$ cat src/shutdown_defs.svh
// Register map, field positions, reset values and level codes of the shutdown block.
// Assumes byte addresses on a 32-bit APB bus, one aligned word per register.
// Notes on behaviour
// - Restart enable set means shutdown ends by itself once no source fires; clear means not.
// - In shutdown the first output pair is forced to one, zero, tri-state or inactive level.
// - Level code 00 puts the polarity-adjusted inactive level on once the dead band has run.
// - With the shutdown bit cleared, outputs stay shut until the next data input rising edge.
// - The comparator two enable lets that comparator trigger shutdown; cleared, it is ignored.
// - The comparator one enable lets that comparator trigger shutdown; cleared, it is ignored.
`ifndef SHUTDOWN_DEFS_SVH
`define SHUTDOWN_DEFS_SVH

`define OFS_STATE_CTL 12'h000
`define OFS_SRC_EN 12'h004
`define OFS_DEAD_BAND 12'h008
`define OFS_POLARITY 12'h00C
`define OFS_IRQ_STATUS 12'h010
`define OFS_IRQ_MASK 12'h014

`define BIT_SHUTDOWN 7
`define BIT_RESTART_EN 6
`define POS_SECOND_LEVEL 4
`define POS_FIRST_LEVEL 2
`define BIT_SRC_PIN 0
`define BIT_SRC_CMP1 1
`define BIT_SRC_CMP2 2
`define BIT_SRC_THIRD 3
`define BIT_SRC_LOGIC 4
`define BIT_IRQ_ENTER 0
`define BIT_IRQ_RESUME 1

`define RST_STATE_CTL 8'h00
`define RST_SRC_EN 5'h00
`define RST_DEAD_BAND 6'h00
`define RST_POLARITY 4'h0
`define RST_IRQ 2'h0

`define LVL_ONE 2'b11
`define LVL_ZERO 2'b10
`define LVL_TRISTATE 2'b01
`define LVL_INACTIVE 2'b00

`endif

$ cat src/shutdown_pkg.sv
// Types shared by the shutdown block and its per-pin output stage.
// Assumes the constants of shutdown_defs.svh.
package shutdown_pkg;

  typedef enum logic [1:0] {
    MODE_RUN = 2'b00,
    MODE_DEAD = 2'b01,
    MODE_HELD = 2'b10,
    MODE_WAIT = 2'b11
  } shut_mode_t;

  typedef struct packed {
    logic psel;
    logic penable;
    logic pwrite;
    logic [11:0] paddr;
    logic [31:0] pwdata;
  } apb_req_t;

  typedef struct packed {
    logic pready;
    logic pslverr;
    logic [31:0] prdata;
  } apb_rsp_t;

  typedef struct packed {
    logic pin;
    logic cmp1;
    logic cmp2;
    logic third;
    logic logic_cell;
  } shut_src_t;

endpackage

$ cat src/shutdown_pin_stage.sv
// Output value and enable of one generator pin, normal or shut down.
// Assumes level codes from shutdown_defs.svh; purely combinational.
`timescale 1ns/1ps
`include "shutdown_defs.svh"
module shutdown_pin_stage
  import shutdown_pkg::*;
(
  input wire logic [1:0] level_i,
  input wire logic polarity_i,
  input wire logic normal_i,
  input wire logic shut_i,
  input wire logic dead_done_i,
  output logic value_o,
  output logic drive_o
);

  always_comb
  begin
    value_o = normal_i ^ polarity_i;
    drive_o = 1'b1;
    if (shut_i)
    begin
      case (level_i)
        `LVL_ONE: value_o = 1'b1;
        `LVL_ZERO: value_o = 1'b0;
        `LVL_TRISTATE:
        begin
          value_o = 1'b0;
          drive_o = 1'b0;
        end
        default:
        begin
          // Until the dead band has run the pin keeps driving its polarity-adjusted normal level
          if (dead_done_i)
          begin
            value_o = polarity_i;
          end
        end
      endcase
    end
  end

endmodule

$ cat src/shutdown_control.sv
// Auto-shutdown control of a four-output complementary waveform unit, APB register slave.
// Assumes the steering logic delivers the raw A..D levels and all inputs share ref_clk_i.
`timescale 1ns/1ps
`include "shutdown_defs.svh"
module shutdown_control
  import shutdown_pkg::*;
(
  input wire logic ref_clk_i,
  input wire logic reset_n_i,
  input wire apb_req_t apb_i,
  output apb_rsp_t apb_o,
  input wire shut_src_t src_i,
  input wire logic data_in_i,
  input wire logic [3:0] normal_i,
  output logic [3:0] out_o,
  output logic [3:0] out_en_o,
  output logic shutdown_o,
  output logic irq_o
);

  typedef struct packed {
    logic [7:0] state_ctl;
    logic [4:0] src_en;
    logic [5:0] dead_band;
    logic [3:0] polarity;
    logic [1:0] irq_status;
    logic [1:0] irq_mask;
    shut_mode_t mode;
    logic [5:0] dead_left;
    logic data_prev;
    logic [3:0] out;
    logic [3:0] out_en;
    logic irq;
    logic shut;
    apb_rsp_t rsp;
  } state_t;

  state_t r;
  state_t next_r;

  logic [4:0] src_vec;
  logic event_hit;
  logic shut_now;
  logic dead_done;
  logic [3:0] pin_value;
  logic [3:0] pin_drive;
  logic acc;
  logic wr;
  logic mapped;
  logic [31:0] rd_word;
  logic [1:0] first_level;
  logic [1:0] second_level;
  logic data_rise;

  assign src_vec = {src_i.logic_cell, src_i.third, src_i.cmp2, src_i.cmp1, src_i.pin};
  // Comparator enables gate their sources like all the others
  assign event_hit = |(src_vec & r.src_en);
  assign shut_now = (r.mode != MODE_RUN);
  // Held and waiting both lie past the dead band, so code 00 shows the inactive level there
  assign dead_done = (r.mode == MODE_HELD) || (r.mode == MODE_WAIT);
  // Rising edge of the data input against its value one clock earlier
  assign data_rise = data_in_i && !r.data_prev;

  // Each pair reads its own level field
  assign first_level = r.state_ctl[`POS_FIRST_LEVEL +: 2];
  assign second_level = r.state_ctl[`POS_SECOND_LEVEL +: 2];

  // Answer lands one cycle into the access phase, so every response bit is a flop
  assign acc = apb_i.psel && apb_i.penable && !r.rsp.pready;
  // Registers change only at the edge that completes the transfer, with pready seen high
  assign wr = apb_i.psel && apb_i.penable && apb_i.pwrite && r.rsp.pready;

  genvar g;
  generate
    for (g = 0; g < 4; g++)
    begin : g_pin
      // Pins 0 and 2 form the first pair, 1 and 3 the second
      shutdown_pin_stage u_pin (
        .level_i((g % 2 == 0) ? first_level : second_level),
        .polarity_i(r.polarity[g]),
        .normal_i(normal_i[g]),
        .shut_i(shut_now),
        .dead_done_i(dead_done),
        .value_o(pin_value[g]),
        .drive_o(pin_drive[g])
      );
    end
  endgenerate

  always_comb
  begin
    mapped = 1'b1;
    rd_word = 32'h0000_0000;
    // Unused upper bits read as zero
    case (apb_i.paddr)
      `OFS_STATE_CTL: rd_word = {24'h00_0000, r.state_ctl};
      `OFS_SRC_EN: rd_word = {27'h00_0000, r.src_en};
      `OFS_DEAD_BAND: rd_word = {26'h00_0000, r.dead_band};
      `OFS_POLARITY: rd_word = {28'h000_0000, r.polarity};
      `OFS_IRQ_STATUS: rd_word = {30'h000_0000, r.irq_status};
      `OFS_IRQ_MASK: rd_word = {30'h000_0000, r.irq_mask};
      default: mapped = 1'b0;
    endcase
  end

  always_comb
  begin
    next_r = r;
    next_r.data_prev = data_in_i;

    next_r.rsp.pready = acc;
    // An unmapped offset answers with an error and changes nothing
    next_r.rsp.pslverr = acc && !mapped;
    next_r.rsp.prdata = (acc && !apb_i.pwrite && mapped) ? rd_word : 32'h0000_0000;

    if (wr)
    begin
      case (apb_i.paddr)
        `OFS_STATE_CTL: next_r.state_ctl = {apb_i.pwdata[7:2], 2'b00};
        `OFS_SRC_EN: next_r.src_en = apb_i.pwdata[4:0];
        `OFS_DEAD_BAND: next_r.dead_band = apb_i.pwdata[5:0];
        `OFS_POLARITY: next_r.polarity = apb_i.pwdata[3:0];
        `OFS_IRQ_STATUS: next_r.irq_status = r.irq_status & ~apb_i.pwdata[1:0];
        `OFS_IRQ_MASK: next_r.irq_mask = apb_i.pwdata[1:0];
        default: ;
      endcase
    end

    // Auto-restart drops the shutdown bit once no enabled source is firing
    if (r.state_ctl[`BIT_RESTART_EN] && !event_hit && shut_now)
    begin
      next_r.state_ctl[`BIT_SHUTDOWN] = 1'b0;
    end
    // A firing source beats a clear in the same cycle
    if (event_hit)
    begin
      next_r.state_ctl[`BIT_SHUTDOWN] = 1'b1;
    end

    case (r.mode)
      // A set shutdown bit or an enabled source ends normal output
      MODE_RUN:
      begin
        if (r.state_ctl[`BIT_SHUTDOWN] || event_hit)
        begin
          next_r.mode = MODE_DEAD;
          next_r.dead_left = r.dead_band;
          next_r.irq_status[`BIT_IRQ_ENTER] = 1'b1;
        end
      end
      // A dead band of n keeps the old level on level code 00 pins for n+1 cycles
      MODE_DEAD:
      begin
        if (r.dead_left == 6'h00)
        begin
          next_r.mode = MODE_HELD;
        end
        else
        begin
          next_r.dead_left = r.dead_left - 6'h01;
        end
      end
      // Leaves only once the bit drops, by software or by restart
      MODE_HELD:
      begin
        if (!r.state_ctl[`BIT_SHUTDOWN])
        begin
          next_r.mode = MODE_WAIT;
        end
      end
      // A new event here skips a second dead band, the pins are already parked
      MODE_WAIT:
      begin
        if (r.state_ctl[`BIT_SHUTDOWN] || event_hit)
        begin
          next_r.mode = MODE_HELD;
        end
        else if (data_rise)
        begin
          next_r.mode = MODE_RUN;
          next_r.irq_status[`BIT_IRQ_RESUME] = 1'b1;
        end
      end
      default: next_r.mode = MODE_RUN;
    endcase

    next_r.out = pin_value;
    next_r.out_en = pin_drive;
    // Built from the next status so a new event and its interrupt appear together
    next_r.irq = |(next_r.irq_status & next_r.irq_mask);
    // Registered so that the flag leaves the block straight from a flop
    next_r.shut = (next_r.mode != MODE_RUN);
  end

  always_ff @(posedge ref_clk_i)
  begin
    if (!reset_n_i)
    begin
      r <= '0;
      r.state_ctl <= `RST_STATE_CTL;
      r.src_en <= `RST_SRC_EN;
      r.dead_band <= `RST_DEAD_BAND;
      r.polarity <= `RST_POLARITY;
      r.irq_status <= `RST_IRQ;
      r.irq_mask <= `RST_IRQ;
      r.mode <= MODE_RUN;
      // Pins are driven from reset; only the tri-state code lets them go
      r.out_en <= 4'hF;
    end
    else
    begin
      r <= next_r;
    end
  end

  assign apb_o = r.rsp;
  assign out_o = r.out;
  assign out_en_o = r.out_en;
  assign shutdown_o = r.shut;
  assign irq_o = r.irq;

endmodule

$ cat config.mk
export PLATFORM = sky130hd
export DESIGN_NAME = shutdown_control
export DESIGN_NICKNAME = d
export VERILOG_FILES = /design/src/shutdown_pkg.sv /design/src/shutdown_pin_stage.sv /design/src/shutdown_control.sv
export VERILOG_INCLUDE_DIRS = /design/src
export SDC_FILE = /design/constraint.sdc
export NUM_CORES = 1
export LEC_CHECK = 0
export ABC_AREA = 1
export BUFFER_PORTS_ARGS = -buffer_cell sky130_fd_sc_hd__buf_2
export CAP_MARGIN = 20
export CORE_AREA = 2 2 78 80
export DETAILED_ROUTE_END_ITERATION = 7
export DIE_AREA = 0 0 80 82
export GPL_ROUTABILITY_DRIVEN = 0
export PLACE_DENSITY = 0.84
export SETUP_SLACK_MARGIN = 0.1
export SYNTH_ARGS = -nofsm -noshare
export SYNTH_HDL_FRONTEND = slang
export SYNTH_SLANG_ARGS = --single-unit
$ cat constraint.sdc
create_clock -name ref_clk_i -period 2.45 [get_ports ref_clk_i]
set_input_delay 0.49 -clock ref_clk_i [delete_from_list [all_inputs] [get_ports ref_clk_i]]
set_output_delay 0.49 -clock ref_clk_i [all_outputs]
set_load 0.005 [all_outputs]
After elaboration in Yosys (flattened, before gate mapping)
Cells that the tools add are included.
{ "totals": {"ff_bits": 78, "latchBits": 0, "ram_bits": 0, "romBits": 0, "out_inout_bits": 44, "memories": 0} }
{ "classes": {"n_addsub": 1, "mul": 0, "div_mod_pow": 0, "order_cmp": 0, "eq_ne": 16, "shift": 0, "muxes": 40, "bitwise": 8, "reduce_logical": 37} }
{ "ops": {"columns": ["cell", "n"], "rows": [
  ["$pmux 8 s6", 1],
  ["$mux 27", 1],
  ["$eq 12x4->1 const B", 2],
  ["$eq 12x5->1 const B", 2],
  ["$mux 1", 20],
  ["$mux 8", 2],
  ["$eq 12x3->1 const B", 1],
  ["$eq 2x2->1 const B", 6],
  ["$logic_not 12->1", 1],
  ["$mux 2", 6],
  ["$mux 6", 2],
  ["$pmux 6 s2", 1],
  ["$reduce_and 2->1", 6],
  ["$logic_and 1x1->1", 10],
  ["$pmux 1 s2", 4],
  ["$pmux 2 s4", 1],
  ["$eq 2x1->1 const B", 3],
  ["$logic_not 6->1", 1],
  ["$reduce_bool 2->1", 3],
  ["$reduce_bool 3->1", 2],
  ["$reduce_or 2->1", 3],
  ["$reduce_or 6->1", 1],
  ["$sub 6x1->6 const B", 1],
  ["$and 5x5->5", 1],
  ["other kinds (11)", 21]
]} }

Depth between registers and ports, before layout
Gate-level depths: netlist of the first run.
{ "logic_depth": {"depth_word": 9, "depth_mapped": 9} }

By module
Synthesis of the first run repeated with hierarchy kept, for this count alone.
{ "unflattened": {"cells_unflattened": 490, "area_unflattened_um2": 3188.1} }
{ "by_module_without_submodules": {"columns": ["mod", "instances", "cells_per_inst", "area_per_inst_um2"], "rows": [
  ["shutdown_control", 1, 418, 2897.8],
  ["shutdown_pin_stage", 4, 18, 72.6]
]} }

Worst setup path after synthesis of the first run
OpenSTA, ideal clock, no wires.
{ "synth_path": {"kind": "input-to-reg", "start": "input apb_i[41] (netlist name)", "end": "register r, in the netlist irq_o", "arrival_time_ps": 1322, "setup_slack_ps": 1015, "stages": 8, "n_path_buf": 0, "cell_sequence": "nor2_2 > nand3_1 > nor2_4 > nand3_2 > nand2_1 > nand2_1 > nand3_1 > nand2_1"} }
{ "synth_between": {"elab_chain_len": 8, "elab_cells_between_ends": 12} }
{ "synth_rtl": {"columns": ["element", "line_no", "rtl"], "rows": [
  ["start: declaration", "shutdown_control.sv:10", "input wire apb_req_t apb_i,"],
  ["$eq 12x5->1", "shutdown_control.sv:118", "case (apb_i.paddr)"],
  ["$mux 2", "shutdown_control.sv:118", null],
  ["$mux 27 (*)", "shutdown_control.sv:116", "if (wr)"],
  ["$mux 1", "shutdown_control.sv:178", "else if (data_rise)"],
  ["$mux 1", "shutdown_control.sv:174", "if (r.state_ctl[`BIT_SHUTDOWN] || event_hit)"],
  ["$mux 1", "shutdown_control.sv:140", "case (r.mode)"],
  ["$and 2x2->2 (*)", "shutdown_control.sv:190", "next_r.irq = |(next_r.irq_status & next_r.irq_mask);"],
  ["$reduce_or 2->1 (*)", "shutdown_control.sv:190", null],
  ["end signal: assignment", "shutdown_control.sv:212", "r <= next_r;"],
  ["end: declaration", "shutdown_control.sv:38", "state_t r;"]
]} }
Mark *: on every way between the ends. The rest lies on a longest branch, timed or not. The select of a mux whose other input is x is not followed.
A chain may end at the register's enable or synchronous reset.

Worst setup path in the final report of the first run
{ "layout_path": {"start": "register r[52] (netlist name)", "end": "register r[49] (netlist name)"} }
{ "layout_between": {"elab_chain_len": 3, "elab_cells_between_ends": 7} }
{ "layout_rtl": {"columns": ["element", "line_no"], "rows": [
  ["$eq 2x1->1 / $logic_not 2->1 (equally long branches)", "shutdown_control.sv:140"],
  ["$ne 2x2->1 (no source line) / $reduce_bool 2->1 (equally long branches)", null],
  ["$reduce_and 3->1 (no source line)", null]
]} }
Parallel ways exist; a longest one is shown, timed or not.

==> out/qor.yml, run 1 <==
ys_seq_elements: 52
worstPathCellList: "nor2_1, nand2_2, nand2_2, inv_2, nor2_1, nor2_1"
critPathMaxStageDelay_ns: 0.48
reg2reg_depth: 6
stdcell_count: 531
dp_hpwl_mm: 4.873
antenna_found_initial: 0
drt-vias-per-instance: 4.868
firstDrtPassIters: 4
hold_viol_final: 0
start_kind: "register"
first_iter_violations: 204
async_flop_share_pct: 0
synth_area_leaders: "dfxtp_1 (34%), buf_4 (10%), inv_1 (6.2%), nand2_1 (6.2%), nand3_1 (5.1%)"
wl_per_cell_um: 11.76
numCtsBuffers: 5
max_slew_margin_pct: 64.21
die_w_um: 80
fp.dieH_um: 82
antenna_left: 0
core_area_mm2: 0.005746
slew_viol_final: 0
powerDensity_mw_per_mm2: 458.1
fill_cells: 529
fin_tns_setup_ns: 0
combinationalPowerShare_pct: 7.7
dp_cells: 523
required_ns: 2.67
wirelength_mm: 6.244
cts_tree: "done"
port-buffer-count: 54
areaGrowthSynthToFinish_pct: 6.634
initial_core_util_pct: 52.85
drc: 0
min_path_type: "in2reg"
yosysTopAreaCellShare_pct: 34.28
cts.sinks: 52
rsz0062_at_grt: "false"
worstPathArrival_ns: 1.79
grt_util_all_layers_pct: 19.92
leakagePower_nw: 1.514
yosysSeqAreaShare_pct: 34.28
worstMarginPinSlew_ns: 0.5349
syn_area_per_cell_um2: 7.265
crit_fanout: 12
switchingPower_mw: 0.3843
vias: 2585
crit_path_end_kind: "register"
reg2reg_to: "r[49]"
multi_input_area_mm2: 0.001504
min_from: "data_in_i"
setup_viol: 0
skew_ns: 0.01274
synth_edf_count: 0
pin_count: 103
first_global_vias: 2314
synthCells: 418
slowest_stage: "nor2_1"
crit_family: "simple AND/OR/NAND/NOR gates"
netlist_area_mm2: 0.003037
hold_ws_ns: 0.3647
row_count: 28
ys_dominant_reg_cell: "dfxtp_1"
maxCapViolations: 0
ff_latch_area_mm2: 0.001041
swShare_pct: 25.91
drive_gt1_share_pct: 25.00
outcome: "complete, no violations"
r2r_slack_ns: 0.88
synth_cell_types: 32
cts_hold_buf: 0
grt_first_pass_wirelength_mm: 10.18
htree_levels: 2
hold_path_end: "r[44]"
yosysWarnings: 0
diodes: 0
pwr-share-clk_pct: 34.8
cpMostUsedCell: "nor2_1"
power.internal_mw: 1.099
postCtsSetupRepairBufs: 0
worst_r2r_startpoint: "r[52]"
nNetsFinal: 516
die_area_mm2: 0.006560
grt_max_degree: 33
clk_latency_ns: 0.32
cts_resized: 0
power_frac_seq_pct: 57.5
critical_path_class: "reg2reg"
min_period_ns: 1.572
ir_drop_v: 0.0002546
synth_top_area_cell: "dfxtp_1"
path_clk_slew_ns: 0.10
cts_root_buf: "clkbuf_8"
fmax_mhz: 636.3
clock_tree.buffer_depth: 2
grt-ovfl-total: 0
hold_depth: 3
post-route-period-util_pct: 64.15
cp.buffers_inverters: 1
-- worst reg2reg max path, stage by stage (launching register included) --
cell and delay (ns):
dfxtp_1 0.42, nor2_1 0.48, nand2_2 0.18, nand2_2 0.16
inv_2 0.08, nor2_1 0.11, nor2_1 0.05
-- routing by layer --
metal | part of all wire, % | wire length (µm) | vias up | global-route usage (%)
met2 | 50 | 3091 | 89 | 35.00
met3 | 5.6 | 352 | 14 | 4.396
met5 | 0 | 0 | - | 0
met1 | 42 | 2640 | 1131 | 23.53
li1 | - | - | 1351 | -
met4 | 2.5 | 159 | 0 | 8.136
-- power by group through the flow --
stage	registers [mW]	clock network (mW)	logic, mW
floorplan	0.872	0	0.0937
global placement	0.872	0	0.111
detailed placement	0.872	0	0.113
CTS	0.853	0.527	0.113
global route	0.854	0.560	0.128
finish	0.853	0.516	0.114
-- cells in the final DEF, fill, tap and decap left out, drive strengths merged --
cell type,instances
inv,59
clkbuf,5
nor4,1
o21ai,44
o22ai,2
nand3,34
clkinv,1
buf,55
nand2,60
clkinvlp,1
conb,24
dfxtp,52
nor2,61
nand4,8
a21oi,36
nor3,5
xnor2,1
xor2,5
ha,2
-- layout make-up --
| type | count | share of cell area [%] |
|---|---|---|
| clock buffers | 5 | 2.125 |
| flip-flops and latches | 52 | 32.15 |
| inverters | 58 | 7.032 |
| multi-input cells | 283 | 46.44 |
| well taps | 75 | 2.898 |
| clock inverters | 3 | 0.7728 |
| repair buffers | 55 | 8.578 |
-- through the flow --
stage               util, %  setup WS, ns  cell area [µm²]  power [mW]
global route          56.36        0.6960             3238       1.542
floorplan                 -         1.015             3123      0.9660
global placement      54.73        0.6818             3144      0.9828
finish                56.36        0.8783             3238       1.483
CTS                   56.36        0.9042             3238       1.493
detailed placement    54.73        0.6595             3144      0.9854
-- state kept, by name, indices dropped and copies added, names as in the netlist --
register	cells
out_en_o	2
out_o	4
shutdown_o	1
apb_o	10
first_level	2
irq_o	1
r	32
-- worst max path at each step --
stage | slack, ns | start | endpoint | depth (start not counted)
global placement | 0.68 | apb_i[41] | r[79] | 9
floorplan | 1.01 | apb_i[41] | irq_o | 8
global route | 0.70 | r[52] | r[49] | 6
finish | 0.88 | r[52] | r[49] | 6
CTS | 0.90 | r[52] | r[47] | 6
detailed placement | 0.66 | apb_i[40] | r[79] | 9
-- cells by family (layout without fill, tap and decap cells) --
| group | after synthesis | after routing | share of synthesized area [%] |
|---|---|---|---|
| simple gates | 169 | 169 | 29.54 |
| buf+inv | 106 | 121 | 19.04 |
| fa+ha+maj | 2 | 2 | 0.8239 |
| flops | 52 | 52 | 34.28 |
| other cells | 1 | 24 | 0.1235 |
| xor+xnor | 6 | 6 | 1.731 |
| compound gates | 82 | 82 | 14.46 |
-- cell usage after synthesis (9+ instances only) --
library cell	instances
nor2_4	9
nand3_1	31
a21oi_1	29
o21ai_0	26
nor2_2	11
buf_4	42
nor2_1	41
o21ai_1	18
dfxtp_1	52
inv_1	50
nand2_1	50
Note: power is estimated with default switching activity, not from simulation.
==> inputs of run 2 (changes only) <==
--- a/config.mk
+++ b/config.mk
@@ -9,11 +9,11 @@
 export ABC_AREA = 1
 export BUFFER_PORTS_ARGS = -buffer_cell sky130_fd_sc_hd__buf_2
 export CAP_MARGIN = 20
-export CORE_AREA = 2 2 78 80
+export CORE_AREA = 2 2 81 83
 export DETAILED_ROUTE_END_ITERATION = 7
-export DIE_AREA = 0 0 80 82
+export DIE_AREA = 0 0 83 85
 export GPL_ROUTABILITY_DRIVEN = 0
-export PLACE_DENSITY = 0.84
+export PLACE_DENSITY = 0.79
 export SETUP_SLACK_MARGIN = 0.1
 export SYNTH_ARGS = -nofsm -noshare
 export SYNTH_HDL_FRONTEND = slang
==> constraint.sdc (replaced) <==
create_clock -name ref_clk_i -period 1.58 [get_ports ref_clk_i]
set_input_delay 0.316 -clock ref_clk_i [delete_from_list [all_inputs] [get_ports ref_clk_i]]
set_output_delay 0.316 -clock ref_clk_i [all_outputs]
set_load 0.005 [all_outputs]
==> out/qor.yml, run 2 (synthesis results as in run 1) <==
post-route-period-util_pct: 87.49  # +23 points
first_global_vias: 2476  # +7.0%
wirelength_mm: 6.552  # +4.9%
core_area_mm2: 0.006205  # +8.0%
final_common_cell: "buf_2"
fill_cells: 585  # +11%
grt_util_all_layers_pct: 18.60  # -1.3 points
numCtsBuffers: 5  # unchanged
skew_ns: 0.01542  # +0.002680 ns
critical_path_class: "reg2reg"
port-buffer-count: 54  # unchanged
setup_viol: 0  # unchanged
slew_viol_final: 0  # unchanged
grt_max_degree: 33  # unchanged
fp.dieH_um: 85  # +3.7%
die_w_um: 83  # +3.8%
diodes: 0  # unchanged
drive_gt1_share_pct: 26.46  # +1.5 points
multi_input_area_mm2: 0.001516  # +0.83%
drt-vias-per-instance: 4.879  # +0.23%
maxCapViolations: 0  # unchanged
cts_hold_buf: 0  # unchanged
clock_tree.buffer_depth: 2  # unchanged
cts_root_buf: "clkbuf_8"
clk_latency_ns: 0.32  # about the same
min_period_ns: 1.382  # -0.1893 ns
total_power_mw: 2.307  # +56%
combinationalPowerShare_pct: 7.8  # about the same
regMostFlops: "r"
power_frac_seq_pct: 57.3  # -0.2 points
critPathMaxStageDelay_ns: 0.41  # -0.07 ns
slowest_stage: "dfxtp_1"
dp_hpwl_mm: 5.115  # +5.0%
pin_count: 103  # unchanged
pwr-share-clk_pct: 34.8  # about the same
firstDrtPassIters: 4  # unchanged
first_iter_violations: 181  # -11%
htree_levels: 2  # unchanged
cp.buffers_inverters: 1  # unchanged
crit_family: "flip-flops"
nNetsFinal: 521  # +0.97%
die_area_mm2: 0.007055  # +7.5%
initial_core_util_pct: 48.94  # -3.9 points
grt_first_pass_wirelength_mm: 10.72  # +5.2%
path_clk_slew_ns: 0.10  # about the same
fin_tns_setup_ns: 0  # unchanged
post-place-ws_ns: 0.05268  # -0.6069 ns
dp_cells: 529  # +1.1%
min_path_type: "in2reg"
antenna_found_initial: 0  # unchanged
worstPathArrival_ns: 1.59  # -0.20 ns
mostFrequentLayoutCells: "buf_2 (54), dfxtp_1 (51), inv_1 (50), nand2_1 (50), nor2_1 (40)"
drc: 0  # unchanged
grt-ovfl-total: 0  # unchanged
fmax_mhz: 723.4  # +14%
stdcell_count: 538  # +1.3%
areaGrowthSynthToFinish_pct: 8.859
fin_util_pct: 53.28  # -3.1 points
cts_tree: "done"
row_count: 29  # +3.6%
crit_path_end_kind: "register"
cts.sinks: 52  # unchanged
ff_latch_area_mm2: 0.001042  # +0.12%
switchingPower_mw: 0.5976  # +55%
swShare_pct: 25.91  # about the same
leakagePower_nw: 1.544  # +2.0%
antenna_left: 0  # unchanged
largest_reg_flops: 32  # unchanged
vias: 2625  # +1.5%
wl_per_cell_um: 12.18  # +3.6%
worstPathCellList: "nand4_4, inv_1, nand3_4, o21ai_1, a21oi_1"
crit_fanout: 10  # -2
outcome: "complete, no violations"
hold_viol_final: 0  # unchanged
rsz0062_at_grt: "true"
powerDensity_mw_per_mm2: 697.8  # +52%
finalWorstSetupSlack_ns: 0.1976  # -0.6807 ns
start_kind: "register"
ir_drop_v: 0.0004795  # +88%
required_ns: 1.78  # -0.89 ns
power.internal_mw: 1.709  # +56%
## run 2: worst paths after layout
path / startpoint / end / slack (ns) / cells past startpoint
setup / recovery: apb_o[33] / r[69] / 0.20 / 5
hold / removal: data_in_i / r[44] / 0.19 / 3
setup reg to reg: apb_o[33] / r[69] / 0.20 / 5
hold reg to reg: r[76] / out_en_o[1] / 0.46 / 1
## run 2: through the flow
stage               instance area, µm²  hold WS (ns)
finish                            3306        0.1920
global route                      3306        0.2253
CTS                               3284        0.1920
detailed placement                3189        0.4339
global placement                  3189        0.4233
floorplan                         3123        0.4079
## run 2: routing by layer
metal,routed length [µm],vias up,global-route usage [%]
met3,423,17,4.572
met1,2687,1164,20.80
met2,3233,87,33.21
met4,207,0,8.942
li1,-,1357,-
met5,0,-,0
## run 2: power by group through the flow
| stage | Clock, mW | Combinational (mW) | Sequential (mW) |
|---|---|---|---|
| CTS | 0.825 | 0.179 | 1.32 |
| finish | 0.803 | 0.181 | 1.32 |
| floorplan | 0 | 0.145 | 1.35 |
| global route | 0.881 | 0.203 | 1.32 |
| global placement | 0 | 0.174 | 1.35 |
| detailed placement | 0 | 0.179 | 1.35 |
## run 2: worst register-to-register path: cells and delay by family (launching register included)
| family | cells | cell delay [ns] |
|---|---|---|
| buffers and inverters | 1 | 0.25 |
| AOI/OAI and AO/OA | 2 | 0.22 |
| and+or+nand+nor | 2 | 0.40 |
| DFF | 1 | 0.41 |
## run 2: final cells by class
class | count | share of cell area [%]
clock inverter | 3 | 0.7949
timing repair buffer | 60 | 9.917
multi-input combinational | 283 | 45.87
sequential | 52 | 31.53
tap | 77 | 2.914
inverter | 58 | 6.889
clock buffer | 5 | 2.082
## run 2: repair_timing
item                       4_1_cts  5_1_grt
resized for setup                0        4
setup buffers                    0        1
setup endpoints to repair        0        8
